<file path="src/dual_timer_consts.vh">
// constants for the dual timer mode control block
`ifndef DUAL_TIMER_CONSTS_VH
`define DUAL_TIMER_CONSTS_VH

// register indices; the byte address is four times the index
`define IDX_MODE_SELECT      8'h01
`define IDX_ENABLE_SYNC      8'h03
`define IDX_INT_STATUS       8'h04
`define IDX_INT_MASK         8'h05

// timer_mode_select fields
`define MS_MODE_BIT          7
`define MS_SEL_BIT           6
`define MS_COMB_HI           5
`define MS_COMB_LO           4
`define MS_FUNC_HI           3
`define MS_FUNC_LO           2
`define MS_INIT8_BIT         1
`define MS_INIT16_BIT        0

// timer_enable_sync fields
`define ES_EN16_BIT          7
`define ES_EN8_BIT           6
`define ES_SYNC_BIT          5
`define ES_RSVD_VAL          5'h1f

// interrupt status and mask layout
`define ST_FALL_BIT          0
`define ST_RISE_BIT          1
`define ST_CTERM_BIT         2
`define ST_ETERM_BIT         3
`define ST_WIDTH             4

// two-bit field encodings
`define FUNC_NORMAL          2'h0
`define FUNC_PINGPONG        2'h1
`define FUNC_FORCE_LOW       2'h2
`define FUNC_FORCE_HIGH      2'h3
`define FILT_NONE            2'h0
`define FILT_SHORT           2'h1
`define FILT_LONG            2'h2
`define COMB_AND             2'h0
`define COMB_OR              2'h1
`define COMB_NOR             2'h2
`define COMB_NAND            2'h3
`define EDGE_FALL            2'h0
`define EDGE_RISE            2'h1
`define EDGE_BOTH            2'h2

// glitch filter lengths in system clock cycles
`define FILT_SHORT_CYC       4'h4
`define FILT_LONG_CYC        4'h8
`define FILT_NONE_CYC        4'h0

// reset values
`define RST_MODE_SELECT      8'h00
`define RST_STATUS           4'h0
`define RST_MASK             4'h0

`endif

</file>
<file path="src/glitch_filter.v">
// glitch filter: passes a level only after it has held for the chosen cycles
`timescale 1ns/1ps
`default_nettype none

module glitch_filter (
	input  wire       clock,
	input  wire       rst_n,
	input  wire       rawIn,
	input  wire [3:0] filtLen,
	output reg        filtOut_r
);

	reg [3:0] cnt_r;

	// count cycles that the input differs from the filtered level
	always @(posedge clock or negedge rst_n) begin
		if (!rst_n) begin
			cnt_r     <= 4'h0;
			filtOut_r <= 1'b0;
		end else if (rawIn == filtOut_r) begin
			cnt_r <= 4'h0; // a short pulse that ends resets the count
		end else if (filtLen == 4'h0 || cnt_r == filtLen - 4'h1) begin
			cnt_r     <= 4'h0;
			filtOut_r <= rawIn;
		end else begin
			cnt_r <= cnt_r + 4'h1;
		end
	end

endmodule // glitch_filter

`default_nettype wire

</file>
<file path="src/dual_timer_mode_control.v">
// dual timer mode control: registers, output combining and demodulator input
// Functional notes
// [RULE_01] demod mode: falling-edge flag reads 1 after an edge, write 1 clears
// [RULE_02] demod mode: rising-edge flag reads 1 after an edge, write 1 clears
// [RULE_03] transmit: function field selects normal, ping-pong, envelope forced low/high
// [RULE_04] demod: same field selects no filter, 4-cycle, 8-cycle filter, reserved
// [RULE_05] transmit: combine field selects AND, OR, NOR, NAND of both outputs
// [RULE_06] demod: same field selects falling, rising or both edges
// [RULE_07] transmit: select bit routes combined output to the shared pin
// [RULE_08] demod: select bit picks port 3 input at 0, port 2 at 1
// [RULE_09] mode bit: 0 transmit (reset default), 1 demodulation
// [RULE_10] transmit: two bits set initial carrier and envelope output levels
// [RULE_11] sync mode aligns the first carrier pulse to the envelope counter
// [RULE_12] enable bits read running state; write 1 starts, 0 stops
// [RULE_13] input pulses narrower than the filter length are discarded
// [RULE_14] disabled carrier counter outputs the inverse of its initial level
// [RULE_15] shared pin carries the chosen combination when selected
// [RULE_16] captured edge sets its status flag and may raise an interrupt
//
// Local design decision: the APB interface to the registers.
`timescale 1ns/1ps
`default_nettype none
`include "dual_timer_consts.vh"

module dual_timer_mode_control (
	input  wire        clock,
	input  wire        rst_n,
	input  wire        psel,
	input  wire        penable,
	input  wire        pwrite,
	input  wire [11:0] paddr,
	input  wire [31:0] pwdata,
	input  wire [3:0]  pstrb,
	output wire        pready,
	output wire        pslverr,
	output reg  [31:0] prdata,
	input  wire        carrierTerm,
	input  wire        envelopeTerm,
	output wire        carrierRun,
	output wire        envelopeRun,
	output reg         carrierOutput,
	output reg         envelopeOutput,
	input  wire        portPinData,
	output reg         combinedOutputPin,
	input  wire        port3DemodInput,
	input  wire        port2DemodInput,
	output reg         risePulse,
	output reg         fallPulse,
	output wire        irq
);

	// byte addresses of the registers
	localparam [11:0] ADDR_MODE   = {2'b00, `IDX_MODE_SELECT, 2'b00};
	localparam [11:0] ADDR_ENSYNC = {2'b00, `IDX_ENABLE_SYNC, 2'b00};
	localparam [11:0] ADDR_STATUS = {2'b00, `IDX_INT_STATUS, 2'b00};
	localparam [11:0] ADDR_MASK   = {2'b00, `IDX_INT_MASK, 2'b00};

	// control state
	reg                  modeDemod_r;
	reg                  pinSel_r;
	reg  [1:0]           comb_r;
	reg  [1:0]           func_r;
	reg                  initCarrier_r;
	reg                  initEnvelope_r;
	reg                  riseFlag_r;
	reg                  fallFlag_r;
	reg                  enCarrier_r;
	reg                  enEnvelope_r;
	reg                  sync_r;
	reg                  syncWait_r;
	reg  [`ST_WIDTH-1:0] status_r;
	reg  [`ST_WIDTH-1:0] mask_r;
	reg                  edgePrev_r;

	// next values
	reg                  enCarrier_nxt;
	reg                  enEnvelope_nxt;
	reg                  riseFlag_nxt;
	reg                  fallFlag_nxt;
	reg  [`ST_WIDTH-1:0] status_nxt;
	reg  [3:0]           filtLen;
	reg                  combined;
	reg  [31:0]          readValue;
	reg                  addrHit;

	wire                 filtered;
	wire                 demodRaw;
	wire                 riseSeen;
	wire                 fallSeen;
	wire                 wrAccess;
	wire                 wrMode;
	wire                 wrEnSync;
	wire                 wrStatus;
	wire                 wrMask;
	wire                 pingPong;
	wire                 edgeRiseSel;
	wire                 edgeFallSel;

	// bus handshake: zero wait states, read data latched in setup
	assign pready   = 1'b1;
	assign pslverr  = psel & penable & ~addrHit;
	assign wrAccess = psel & penable & pwrite & addrHit & pstrb[0];
	assign wrMode   = wrAccess & (paddr == ADDR_MODE);
	assign wrEnSync = wrAccess & (paddr == ADDR_ENSYNC);
	assign wrStatus = wrAccess & (paddr == ADDR_STATUS);
	assign wrMask   = wrAccess & (paddr == ADDR_MASK);

	// address decode and read multiplexer
	always @* begin
		addrHit   = 1'b1;
		readValue = 32'h0000_0000;
		case (paddr)
			ADDR_MODE: begin
				readValue[`MS_MODE_BIT]              = modeDemod_r;
				readValue[`MS_SEL_BIT]               = pinSel_r;
				readValue[`MS_COMB_HI:`MS_COMB_LO]   = comb_r;
				readValue[`MS_FUNC_HI:`MS_FUNC_LO]   = func_r;
				// [RULE_02] rising flag readback
				readValue[`MS_INIT8_BIT]  = modeDemod_r ? riseFlag_r : initCarrier_r;
				// [RULE_01] falling flag readback
				readValue[`MS_INIT16_BIT] = modeDemod_r ? fallFlag_r : initEnvelope_r;
			end
			ADDR_ENSYNC: begin
				// [RULE_12] running state readback
				readValue[`ES_EN16_BIT] = enEnvelope_r;
				readValue[`ES_EN8_BIT]  = enCarrier_r;
				readValue[`ES_SYNC_BIT] = sync_r;
				readValue[4:0]          = `ES_RSVD_VAL;
			end
			ADDR_STATUS: readValue[`ST_WIDTH-1:0] = status_r;
			ADDR_MASK:   readValue[`ST_WIDTH-1:0] = mask_r;
			default:     addrHit = 1'b0;
		endcase
	end

	// read data register, loaded during the setup cycle
	always @(posedge clock or negedge rst_n) begin
		if (!rst_n) begin
			prdata <= 32'h0000_0000;
		end else if (psel && !penable && !pwrite) begin
			prdata <= readValue;
		end
	end

	// plain configuration fields
	always @(posedge clock or negedge rst_n) begin
		if (!rst_n) begin
			modeDemod_r    <= 1'b0;
			pinSel_r       <= 1'b0;
			comb_r         <= `COMB_AND;
			func_r         <= `FUNC_NORMAL;
			initCarrier_r  <= 1'b0;
			initEnvelope_r <= 1'b0;
			sync_r         <= 1'b0;
			mask_r         <= `RST_MASK;
		end else begin
			if (wrMode) begin
				// [RULE_09] mode select
				modeDemod_r <= pwdata[`MS_MODE_BIT];
				pinSel_r    <= pwdata[`MS_SEL_BIT];
				comb_r      <= pwdata[`MS_COMB_HI:`MS_COMB_LO];
				func_r      <= pwdata[`MS_FUNC_HI:`MS_FUNC_LO];
				// [RULE_10] initial levels written
				if (!modeDemod_r) begin
					initCarrier_r  <= pwdata[`MS_INIT8_BIT];
					initEnvelope_r <= pwdata[`MS_INIT16_BIT];
				end
			end
			// [RULE_11] sync enable
			if (wrEnSync) begin
				sync_r <= pwdata[`ES_SYNC_BIT];
			end
			if (wrMask) begin
				mask_r <= pwdata[`ST_WIDTH-1:0];
			end
		end
	end

	// [RULE_03] ping-pong in transmit mode
	assign pingPong = ~modeDemod_r & (func_r == `FUNC_PINGPONG);

	// enable bits: software write, then ping-pong hand-over by hardware
	always @* begin
		enCarrier_nxt  = enCarrier_r;
		enEnvelope_nxt = enEnvelope_r;
		// [RULE_12] start and stop
		if (wrEnSync) begin
			enCarrier_nxt  = pwdata[`ES_EN8_BIT];
			enEnvelope_nxt = pwdata[`ES_EN16_BIT];
		end
		// [RULE_03] alternate enables
		if (pingPong && carrierTerm && enCarrier_r) begin
			enCarrier_nxt  = 1'b0;
			enEnvelope_nxt = 1'b1;
		end
		if (pingPong && envelopeTerm && enEnvelope_r) begin
			enEnvelope_nxt = 1'b0;
			enCarrier_nxt  = 1'b1;
		end
	end

	// enable registers and sync hold-off
	always @(posedge clock or negedge rst_n) begin
		if (!rst_n) begin
			enCarrier_r  <= 1'b0;
			enEnvelope_r <= 1'b0;
			syncWait_r   <= 1'b0;
		end else begin
			enCarrier_r  <= enCarrier_nxt;
			enEnvelope_r <= enEnvelope_nxt;
			// [RULE_11] hold carrier until envelope boundary
			if (!enCarrier_nxt) begin
				syncWait_r <= 1'b0;
			end else if (!enCarrier_r && (wrEnSync ? pwdata[`ES_SYNC_BIT] : sync_r)) begin
				syncWait_r <= 1'b1;
			end else if (envelopeTerm) begin
				syncWait_r <= 1'b0;
			end
		end
	end

	// run requests to the counting datapaths
	// [RULE_11] carrier waits for sync
	assign carrierRun  = enCarrier_r & ~syncWait_r;
	assign envelopeRun = enEnvelope_r;

	// counter output levels
	always @(posedge clock or negedge rst_n) begin
		if (!rst_n) begin
			carrierOutput  <= 1'b1;
			envelopeOutput <= 1'b1;
		end else begin
			// [RULE_14] disabled carrier level
			if (!enCarrier_nxt) begin
				carrierOutput <= ~initCarrier_r;
			end else if (!enCarrier_r) begin
				// [RULE_10] start at initial level
				carrierOutput <= initCarrier_r;
			end else if (carrierTerm && !syncWait_r) begin
				carrierOutput <= ~carrierOutput;
			end
			// [RULE_03] forced envelope levels
			if (!modeDemod_r && func_r == `FUNC_FORCE_LOW) begin
				envelopeOutput <= 1'b0;
			end else if (!modeDemod_r && func_r == `FUNC_FORCE_HIGH) begin
				envelopeOutput <= 1'b1;
			end else if (!enEnvelope_nxt) begin
				envelopeOutput <= ~initEnvelope_r;
			end else if (!enEnvelope_r) begin
				// [RULE_10] start at initial level
				envelopeOutput <= initEnvelope_r;
			end else if (envelopeTerm) begin
				envelopeOutput <= ~envelopeOutput;
			end
		end
	end

	// [RULE_05] output combining logic
	always @* begin
		case (comb_r)
			`COMB_AND: combined = carrierOutput & envelopeOutput;
			`COMB_OR:  combined = carrierOutput | envelopeOutput;
			`COMB_NOR: combined = ~(carrierOutput | envelopeOutput);
			default:   combined = ~(carrierOutput & envelopeOutput);
		endcase
	end

	// shared pin: combined timer output or ordinary port data
	always @(posedge clock or negedge rst_n) begin
		if (!rst_n) begin
			combinedOutputPin <= 1'b0;
		end else if (!modeDemod_r && pinSel_r) begin
			// [RULE_07] [RULE_15] pin carries combination
			combinedOutputPin <= combined;
		end else begin
			combinedOutputPin <= portPinData;
		end
	end

	// [RULE_08] demodulator input source
	assign demodRaw = pinSel_r ? port2DemodInput : port3DemodInput;

	// [RULE_04] filter length from the function field
	always @* begin
		case (func_r)
			`FILT_SHORT: filtLen = `FILT_SHORT_CYC;
			`FILT_LONG:  filtLen = `FILT_LONG_CYC;
			default:     filtLen = `FILT_NONE_CYC; // reserved code: no filter
		endcase
	end

	// [RULE_13] discard narrow pulses
	glitch_filter u_filter (
		.clock     (clock),
		.rst_n     (rst_n),
		.rawIn     (demodRaw),
		.filtLen   (filtLen),
		.filtOut_r (filtered)
	);

	// [RULE_06] edge selection
	assign edgeFallSel = (comb_r == `EDGE_FALL) | (comb_r == `EDGE_BOTH);
	assign edgeRiseSel = (comb_r == `EDGE_RISE) | (comb_r == `EDGE_BOTH);
	assign riseSeen    = modeDemod_r & edgeRiseSel & filtered & ~edgePrev_r;
	assign fallSeen    = modeDemod_r & edgeFallSel & ~filtered & edgePrev_r;

	// edge detector history and capture strobes
	always @(posedge clock or negedge rst_n) begin
		if (!rst_n) begin
			edgePrev_r <= 1'b0;
			risePulse  <= 1'b0;
			fallPulse  <= 1'b0;
		end else begin
			edgePrev_r <= filtered;
			risePulse  <= riseSeen;
			fallPulse  <= fallSeen;
		end
	end

	// edge flags: a new edge wins over a same-cycle clear
	always @* begin
		// [RULE_02] rising flag set and clear
		riseFlag_nxt = riseSeen |
			(riseFlag_r & ~(wrMode & modeDemod_r & pwdata[`MS_INIT8_BIT]));
		// [RULE_01] falling flag set and clear
		fallFlag_nxt = fallSeen |
			(fallFlag_r & ~(wrMode & modeDemod_r & pwdata[`MS_INIT16_BIT]));
	end

	// interrupt status: sticky, write one to clear, set wins
	always @* begin
		status_nxt = status_r;
		if (wrStatus) begin
			status_nxt = status_r & ~pwdata[`ST_WIDTH-1:0];
		end
		// [RULE_16] edge events raise status
		if (riseSeen) begin
			status_nxt[`ST_RISE_BIT] = 1'b1;
		end
		if (fallSeen) begin
			status_nxt[`ST_FALL_BIT] = 1'b1;
		end
		if (carrierTerm && enCarrier_r) begin
			status_nxt[`ST_CTERM_BIT] = 1'b1;
		end
		if (envelopeTerm && enEnvelope_r) begin
			status_nxt[`ST_ETERM_BIT] = 1'b1;
		end
	end

	// flag and status registers
	always @(posedge clock or negedge rst_n) begin
		if (!rst_n) begin
			riseFlag_r <= 1'b0;
			fallFlag_r <= 1'b0;
			status_r   <= `RST_STATUS;
		end else begin
			riseFlag_r <= riseFlag_nxt;
			fallFlag_r <= fallFlag_nxt;
			status_r   <= status_nxt;
		end
	end

	// [RULE_16] masked interrupt level
	assign irq = |(status_r & mask_r);

endmodule // dual_timer_mode_control

`default_nettype wire

</file>
<file path="config.mk">
export PLATFORM = sky130hd
export DESIGN_NAME = dual_timer_mode_control
export DESIGN_NICKNAME = d
export VERILOG_FILES = /design/src/glitch_filter.v /design/src/dual_timer_mode_control.v
export VERILOG_INCLUDE_DIRS = /design/src /design/src/src
export SDC_FILE = /design/constraint.sdc
export NUM_CORES = 1
export LEC_CHECK = 0
export ABC_AREA = 1
export CAP_MARGIN = 20
export CORE_MARGIN = 2
export CORE_UTILIZATION = 30
export DETAILED_ROUTE_END_ITERATION = 8
export DONT_BUFFER_PORTS = 1
export GPL_ROUTABILITY_DRIVEN = 0
export PLACE_DENSITY_LB_ADDON = 0.12
export SYNTH_ARGS = -nofsm -noshare
export SYNTH_HDL_FRONTEND = slang
export SYNTH_HIERARCHICAL = 1
export SYNTH_SLANG_ARGS = --single-unit
</file>
<file path="constraint.sdc">
create_clock -name clock -period 1.8 [get_ports clock]
set_input_delay 0.36 -clock clock [delete_from_list [all_inputs] [get_ports clock]]
set_output_delay 0.36 -clock clock [all_outputs]
set_load 0.005 [all_outputs]
</file>
==> impl_metrics.yaml, run 1 <==
run_status:
  status: "complete, no violations"
worst_setup_path:
  cp_max_fo: 5
  r2r-end: "u_filter/cnt_r[2]"
  crit_arrival_ns: 1.71
  crit_type: "flip-flop to flip-flop"
  rr_startpoint: "func_r[1]"
  cp-end-kind: "flip-flop"
  reg2reg_depth: 10
  start_kind: "flip-flop"
  reg2reg_setup_slack_ns: 0.28
  crit_required_ns: 1.98
logic_synthesis:
  synth_cell_type_count: 35
  yosys.area.top_type_share: 0.3904
  yosys_warnings: 6
  ys_seq_area_frac: 0.4114
  async_flop_share: 1.000
  yosysTopAreaCell: "dfrtp_1"
  syn_avg_cell_area_um2: 7.485
  synth_commonest_cells: "87 x nand2_1, 42 x inv_1, 39 x dfrtp_1, 31 x o21ai_0, 27 x nor2_1"
  syn-cell-area_mm2: 0.002500
  synth_ff_type: "dfrtp_1"
  synth-edff-count: 0
  synth-seq-cells: 41
  yosysMostFrequentCell: "nand2_1"
  yosys-top-cells-area: "dfrtp_1 39%, nand2_1 13%, buf_4 7.5%, inv_1 6.3%, o21ai_0 6.2%"
  synth_cells: 334
timing:
  max_freq_mhz: 656.9
  fin_tns_setup_ns: 0
  period_minus_slack_ns: 1.522
  skew_ns: 0.01110
  rsz0062_at_grt: "no"
  hold_viol: 0
  post-route-period-util: 0.8457
  slew_viol_final: 0
  setup_viol_count_final: 0
cts:
  postCtsSetupBuffers: 0
  cts_tree: "yes"
  path_clk_slew_ns: 0.08
  cts_sinks: 41
  cts-root-buf: "clkbuf_8"
  htree_levels: 2
  cts_made_buffers: 5
  clk_latency_ns: 0.30
  cts_buffer_depth: 2
global_route:
  grt.total_usage: 0.1425
  grt_max_degree: 42
  grt_pass1_wl_mm: 9.708
  antenna_found_initial: 0
  gr-total-overflow: 0
  grt_pass1_vias: 1930
pwr:
  p_per_area_mw_per_mm2: 689.5
  total_power_mw: 1.862
  leakagePower_nw: 1.356
  max-vdd-ir-drop_mv: 0.3781
worst_hold_path:
  worstHoldPathCells: 2
  hold_start: "pwdata[0]"
  hold_end: "initEnvelope_r"
  hp-class: "primary input to flip-flop"
die:
  chipWidth_um: 95.29
  rows: 33
  start_util: 0.3073
  core-area_mm2: 0.008134
  ios: 100
  fp.dieH_um: 95.29
  dieArea_mm2: 0.009079
cells_and_area:
  antenna_cells: 0
  nFillCells: 894
  area_growth_pct: 8.058
  drive_gt1_frac: 0.1032
  nets: 412
detailed_routing:
  drc_errors: 0
  vias: 2031
  wl_per_cell_um: 13.33
  routed_wl_mm: 6.051
  dr.pass1.iters: 4
  viasPerCell: 4.474
  ant_nets: 0
  first_iter_violations: 107
placement:
  dpl.hpwl_mm: 4.710
  port_buffers: 0
flow_run:
  cap_violations: 0
==> layout by cell type, fill, tap and decap left out, types with 3 or more instances in the layout <==
cell type and n:
o22ai_1 3, conb_1 28, nor2_1 26, o21ai_1 5, nand2_2 4, ha_1 6, a21oi_1 8, nand2_1 87
xor2_1 3, nor2_4 3, o21ai_0 31, nand3_1 19, inv_1 42, dfrtp_1 39, buf_4 6, inv_2 5
clkbuf_8 6, nand4_1 3
==> flip-flops by register name, summed over array words and instances (netlist names) <==
signal              count
func_r                  2
comb_r                  2
combinedOutputPin       1
envelopeRun             1
u_filter/filtOut_r      1
modeDemod_r             1
fallFlag_r              1
riseFlag_r              1
status_r                4
u_filter/cnt_r          4
sync_r                  1
initEnvelope_r          1
fallPulse               1
carrierOutput           1
syncWait_r              1
enCarrier_r             1
pinSel_r                1
prdata                  8
envelopeOutput          1
initCarrier_r           1
mask_r                  4
edgePrev_r              1
risePulse               1
==> worst max path at each step <==
stage / startpoint / end / slack (ns) / cells after the start
after floorplan: paddr[1] / modeDemod_r / 0.34 / 8
after global placement: func_r[0] / u_filter/cnt_r[1] / 0.18 / 11
after detailed placement: func_r[0] / u_filter/cnt_r[1] / 0.19 / 11
after CTS: func_r[0] / u_filter/cnt_r[1] / 0.17 / 11
after global routing: func_r[0] / u_filter/filtOut_r / 0.08 / 12
final: func_r[1] / u_filter/cnt_r[2] / 0.28 / 10
==> through the flow <==
stage                     area [um2]  std cells  hold slack, ns    util  setup WS (ns)
after floorplan                 2597        360         0.06441       -         0.3433
after global placement          2571        444         0.06577  0.3161         0.1762
after detailed placement        2571        444         0.06565  0.3161         0.1883
after CTS                       2699        454          0.1876  0.3318         0.1701
after global routing            2701        454          0.1967  0.3321        0.08071
final                           2701        454          0.1986  0.3321         0.2777
==> power breakdown <==
part	internal [mW]	leakage (nW)	switching (mW)
registers	0.962	0.525	0.0438
clock network	0.314	0.0455	0.332
logic	0.0751	0.786	0.136
total	1.35	1.36	0.511
==> cell families after synthesis <==
kind of cell / Yosys count / synth area share
and+or+nand+nor: 151 / 0.2638
muxes: 3 / 0.01501
xor gates and xnor gates: 3 / 0.01051
buffers and inverters: 76 / 0.1552
AOI/OAI and AO/OA: 52 / 0.1111
adders and majority gates: 6 / 0.03003
DFF: 41 / 0.4114
other: 2 / 0.003004
==> routing by layer <==
layer	vias to the layer above	global-route usage	wire [um]
met2	57	0.2424	2946
met1	944	0.1815	2733
met5	-	0	0
met3	4	0.02925	331
li1	1026	-	-
met4	0	0.04348	40
==> worst max-delay path, cell delays in order, from the launching register on <==
cell and delay [ns]:
dfrtp_1 0.44, inv_1 0.08, nor2_1 0.22, inv_1 0.09
nand2_1 0.06, nand2_1 0.05, and2_1 0.13, nor2_1 0.08
nand2_1 0.09, nand2_2 0.12, nor2_1 0.05
==> area by class of cell <==
cell class	count	area, um2	area share
multi-input cells	243	1184	0.4382
flip-flops and latches	41	1028	0.3807
inverters	49	185.2	0.06855
well taps	105	131.4	0.04863
clock buffers	8	90.09	0.03335
repair buffers	8	82.58	0.03057
==> timing repair <==
item | in CTS | in global routing
resized for setup | 0 | 1
hold buffers | 2 | 0
endpoints found under the setup margin | 0 | 5
hold endpoints to repair | 41 | 0
No activity file was read; power rests on OpenSTA's default activity.
==> run 2, diff against run 1 <==
Clock period 1.8 ns to 1.2 ns, I/O delays scaled along.
==> run 2 against run 1 <==
Net effect:
- clock-buffer cell count down 2
- cell count increased by 12%
- sequential power up 50%
- the flow now finishes with violations (hold timing, setup timing)
- die area did not move
- worst setup slack got worse by 0.46 ns
- maximum frequency is 10% higher
- combinational power grew 73%
- first-iteration DRC count shrank 44%
- sequential cell count did not move
- design area rose by 25%
- critical endpoint is now u_filter/filtOut_r
- routed wire length increased by 7.0%
- largest power group unchanged
- core utilization grew 8.2 points
==> impl_metrics.yaml, run 2 (synthesized netlist as in run 1, its figures left out) <==
detailed_routing:
  routed_wl_mm: 6.473
  drc_errors: 0
  wl_per_cell_um: 12.77
  dr.pass1.iters: 4
  vias: 2234
  ant_nets: 0
  viasPerCell: 4.406
  first_iter_violations: 60
cts:
  cts-root-buf: "clkbuf_8"
  htree_levels: 2
  cts_buffer_depth: 2
  cts_made_buffers: 5
  path_clk_slew_ns: 0.09
  cts_sinks: 41
  clk_latency_ns: 0.30
  cts_tree: "yes"
worst_setup_path:
  r2r-end: "u_filter/filtOut_r"
  rr_startpoint: "func_r[1]"
  cp-end-kind: "flip-flop"
  cp_max_fo: 5
  reg2reg_depth: 11
  reg2reg_setup_slack_ns: -0.18
  crit_type: "flip-flop to flip-flop"
  start_kind: "flip-flop"
  crit_required_ns: 1.39
  crit_arrival_ns: 1.57
global_route:
  grt_pass1_wl_mm: 10.81
  grt_pass1_vias: 2207
  grt.total_usage: 0.1538
  busiest_layer: "met2"
  antenna_found_initial: 0
  gr-total-overflow: 0
  use_met1: 0.2035
  met2_usage: 0.2565
  grt_use_met3: 0.03478
  grt_max_degree: 42
run_status:
  violations: "hold timing, setup timing"
  status: "finished, violations left"
cells_and_area:
  nets: 465
  area_growth_pct: 34.63
  final_cell_mix: "77 x nand2_1, 54 x buf_4, 34 x dfrtp_1"
  finish.utilization: 0.4138
  largest_reg_flops: 8
  fin_cells: 507
  nFillCells: 846
  largest-register: "prdata"
  final_common_cell: "nand2_1"
  antenna_cells: 0
  drive_gt1_frac: 0.3682
die:
  dieArea_mm2: 0.009079
  start_util: 0.3073
  rows: 33
  ios: 100
  chipWidth_um: 95.29
  core-area_mm2: 0.008134
  fp.dieH_um: 95.29
timing:
  rsz0062_at_grt: "yes"
  holdWs_ns: -0.3741
  setup_viol_count_final: 12
  max_freq_mhz: 724.3
  period_minus_slack_ns: 1.381
  skew_ns: 0.003789
  post-route-period-util: 1.151
  hold_viol: 41
  fin_ws_ns: -0.1807
  slew_viol_final: 0
placement:
  port_buffers: 0
  dp.cells: 483
  post-place-ws_ns: -0.3113
  dpl.hpwl_mm: 4.938
pwr:
  p_int_mw: 2.271
  p_comb_frac: 0.118
  clkPwrFrac: 0.391
  p_per_area_mw_per_mm2: 915.4
  swShare: 0.2628
  max-vdd-ir-drop_mv: 0.6165
  p_switching_mw: 0.8096
  leakagePower_nw: 1.652
  p_seq_frac: 0.491
worst_hold_path:
  hp-class: "primary input to asynchronous set/reset pin"
flow_run:
  cap_violations: 0
==> run 2: changes by cell type in the layout (fill, tap and decap cells not counted), sizes merged <==
cell         before  now
buf               7   61
bufinv            0    1
clkbuf            8    6
clkinvlp          0    1
dlygate4sd3       1    0
==> run 2: routing by layer <==
metal  vias up  wire length, um
met3         7              305
met4         0               52
li1       1136                -
met1      1035             3064
met5         -                0
met2        56             3050
==> run 2: area by class of cell <==
cell class,count,area [um2],share of cell area
Inverter,49,197.7,0.05874
Timing Repair Buffer,61,484.2,0.1439
Clock buffer,6,82.58,0.02454
Multi-Input combinational cell,243,1398,0.4152
Clock inverter,2,37.54,0.01115
Tap cell,105,131.4,0.03903
Sequential cell,41,1035,0.3074
==> run 2: critical path: stages, from the launching register on <==
cell and delay (ns):
dfrtp_2 0.43, inv_2 0.07, nor2_4 0.14, buf_6 0.11
nand2_2 0.04, nand2_2 0.05, and2_4 0.13, nor2_2 0.04
nand2_2 0.08, nand2_4 0.07, nand2_2 0.06, nand2_1 0.05
==> run 2: what timing repair did <==
action                                  CTS  global route
buffers inserted                          7            11
endpoints found under the hold margin    41            41
gates cloned                              0             0
pin swaps                                15            27
endpoints found under the setup margin   23            37
resized for setup                        39            42
==> run 2: worst max-delay path by stage <==
stage,from,slack [ns],depth (start not counted),end
2_1_floorplan,paddr[1],-0.09,8,modeDemod_r
3_3_place_gp,paddr[11],-0.31,8,prdata[2]
3_5_place_dp,paddr[9],-0.31,8,prdata[2]
4_1_cts,func_r[0],-0.20,10,u_filter/filtOut_r
5_1_grt,func_r[1],-0.28,11,u_filter/filtOut_r
6_report,func_r[1],-0.18,11,u_filter/filtOut_r
==> run 2: power by group through the flow <==
stage	clock, mW	combinational, mW	sequential (mW)
floorplan	0	0.296	1.52
CTS	1.24	0.340	1.51
detailed placement	0	0.327	1.53
global placement	0	0.325	1.53
global route	1.30	0.428	1.52
finish	1.21	0.364	1.51
==> run 2: metrics by stage <==
stage	total power, mW	cell area (um2)	TNS [ns]	hold WS [ns]
floorplan	1.818	2619	-0.2390	-0.05559
finish	3.081	3366	-1.259	-0.3741
global route	3.256	3366	-2.521	-0.3941
detailed placement	1.862	2884	-6.686	-0.05420
global placement	1.858	2884	-6.581	-0.05441
CTS	3.093	3171	-1.633	-0.3839
==> run 3, diff against run 2 <==
Clock period 1.2 ns to 1.6 ns, I/O delays scaled along.
==> run 3 against run 2 <==
Net effect:
- the flow now finishes without violations
- combinational power down 34%
- worst hold slack improved by 0.52 ns
- clock-buffer cell count increased by 1
- first-iteration DRC count increased by 43%
- worst setup slack gained 0.32 ns
- register-to-register slack improved by 0.35 ns
- sequential cell count stayed put
- non-clock buffer count decreased by 47
- routed wire length shrank 7.2%
- design area down 18%
- clock power fell by 35%
- sequential share of layout area rose by 6.5 points
- largest power group unchanged
==> impl_metrics.yaml, run 3 (synthesized netlist as in run 1, its figures left out) <==
die:
  core-area_mm2: 0.008134
  chipWidth_um: 95.29
  ios: 100
  dieArea_mm2: 0.009079
  rows: 33
  fp.dieH_um: 95.29
  start_util: 0.3073
timing:
  hold_viol: 0
  skew_ns: 0.005146
  fin_tns_setup_ns: 0
  rsz0062_at_grt: "no"
  post-route-period-util: 0.9118
  max_freq_mhz: 685.5
  setup_viol_count_final: 0
  holdWs_ns: 0.1478
  period_minus_slack_ns: 1.459
  slew_viol_final: 0
cells_and_area:
  area_growth_pct: 10.56
  largest-register: "prdata"
  final_common_cell: "nand2_1"
  drive_gt1_frac: 0.1324
  stdcell_area_mm2: 0.002764
  nets: 418
  largest_reg_flops: 8
  antenna_cells: 0
  final_cell_mix: "87 x nand2_1, 40 x inv_1, 38 x dfrtp_1"
  nFillCells: 880
placement:
  dpl.hpwl_mm: 4.717
  placed_cell_area_mm2: 0.002609
  port_buffers: 0
cts:
  cts_sinks: 41
  cts_tree: "yes"
  clk_latency_ns: 0.30
  htree_levels: 2
  cts-root-buf: "clkbuf_8"
  cts_buffer_depth: 2
  path_clk_slew_ns: 0.09
  cts_made_buffers: 5
global_route:
  antenna_found_initial: 0
  grt_max_degree: 42
  gr-total-overflow: 0
  grt_pass1_vias: 1892
  grt_pass1_wl_mm: 9.570
  grt.total_usage: 0.1400
worst_hold_path:
  worstHoldPathCells: 2
  hp-class: "primary input to flip-flop"
detailed_routing:
  wl_per_cell_um: 13.06
  first_iter_violations: 86
  routed_wl_mm: 6.007
  ant_nets: 0
  drc_errors: 0
  dr.pass1.iters: 4
  viasPerCell: 4.385
  vias: 2017
worst_setup_path:
  reg2reg_depth: 10
  crit_required_ns: 1.28
  crit_type: "flip-flop to output port"
  crit_arrival_ns: 1.14
  cp_max_fo: 2
  start_kind: "flip-flop"
  cp-end-kind: "output port"
run_status:
  status: "complete, no violations"
flow_run:
  cap_violations: 0
pwr:
  leakagePower_nw: 1.394
  max-vdd-ir-drop_mv: 0.4129
  p_per_area_mw_per_mm2: 778.2
[run 3: changes by cell type in the layout (fill, tap and decap cells not counted), sizes merged]
cell / delta
buf: -48
bufinv: -1
clkbuf: +1
clkinv: +1
clkinvlp: -1
dlygate4sd3: +1
[run 3: cell type report]
type	instances	area, um2	share of cell area
clock buffer	7	96.34	0.03486
clock inverter	1	5.005	0.001811
inverter	49	185.2	0.06700
multi-input combinational	243	1189	0.4301
sequential	41	1030	0.3726
tap	105	131.4	0.04753
timing repair buffer	14	127.6	0.04617
[run 3: power by group]
part           internal, mW  leakage [nW]  switching (mW)
combinational        0.0867         0.816           0.152
sequential             1.08         0.523          0.0478
clock                 0.391        0.0542           0.391
[run 3: path summary, 6_finish.rpt]
| check | from | endpoint | slack, ns |
|---|---|---|---|
| min reg2reg | u_filter/filtOut_r | edgePrev_r | 0.48 |
| max reg2reg | func_r[0] | u_filter/cnt_r[3] | 0.17 |
| min in group asynchronous | rst_n | prdata[4] | 0.51 |
| max | mask_r[2] | irq | 0.14 |
| min | pwdata[0] | initEnvelope_r | 0.15 |
| max in group asynchronous | rst_n | carrierOutput | 0.82 |
[run 3: stage by stage]
| stage | std cells | setup WS (ns) | util | power [mW] |
|---|---|---|---|---|
| after floorplan | 360 | 0.1833 | - | 1.361 |
| after global placement | 449 | 0.03565 | 0.3207 | 1.364 |
| after detailed placement | 449 | 0.03395 | 0.3207 | 1.363 |
| after CTS | 459 | 0.09319 | 0.3378 | 2.192 |
| after global routing | 460 | 0.007407 | 0.3398 | 2.286 |
| final | 460 | 0.1411 | 0.3398 | 2.151 |
[run 3: worst max-delay path, stage by stage, from the launching register on]
cell and delay (ns):
dfrtp_1 0.39, inv_1 0.08, o21ai_0 0.11, a21oi_1 0.12, o21ai_0 0.15
[run 3: per-layer routing]
metal / GRT usage / up-vias / wire, um
met4: 0.04348 / 0 / 80
met2: 0.2377 / 45 / 2947
met5: 0 / - / 0
li1: - / 1043 / -
met1: 0.1779 / 920 / 2698
met3: 0.02925 / 9 / 280
[run 3: what timing repair did]
| item | in CTS | in global routing |
|---|---|---|
| setup buffers | 0 | 1 |
| gates resized for setup | 0 | 5 |
| hold buffers | 2 | 0 |
| hold endpoints to repair | 41 | 0 |
| setup endpoints to repair | 0 | 5 |
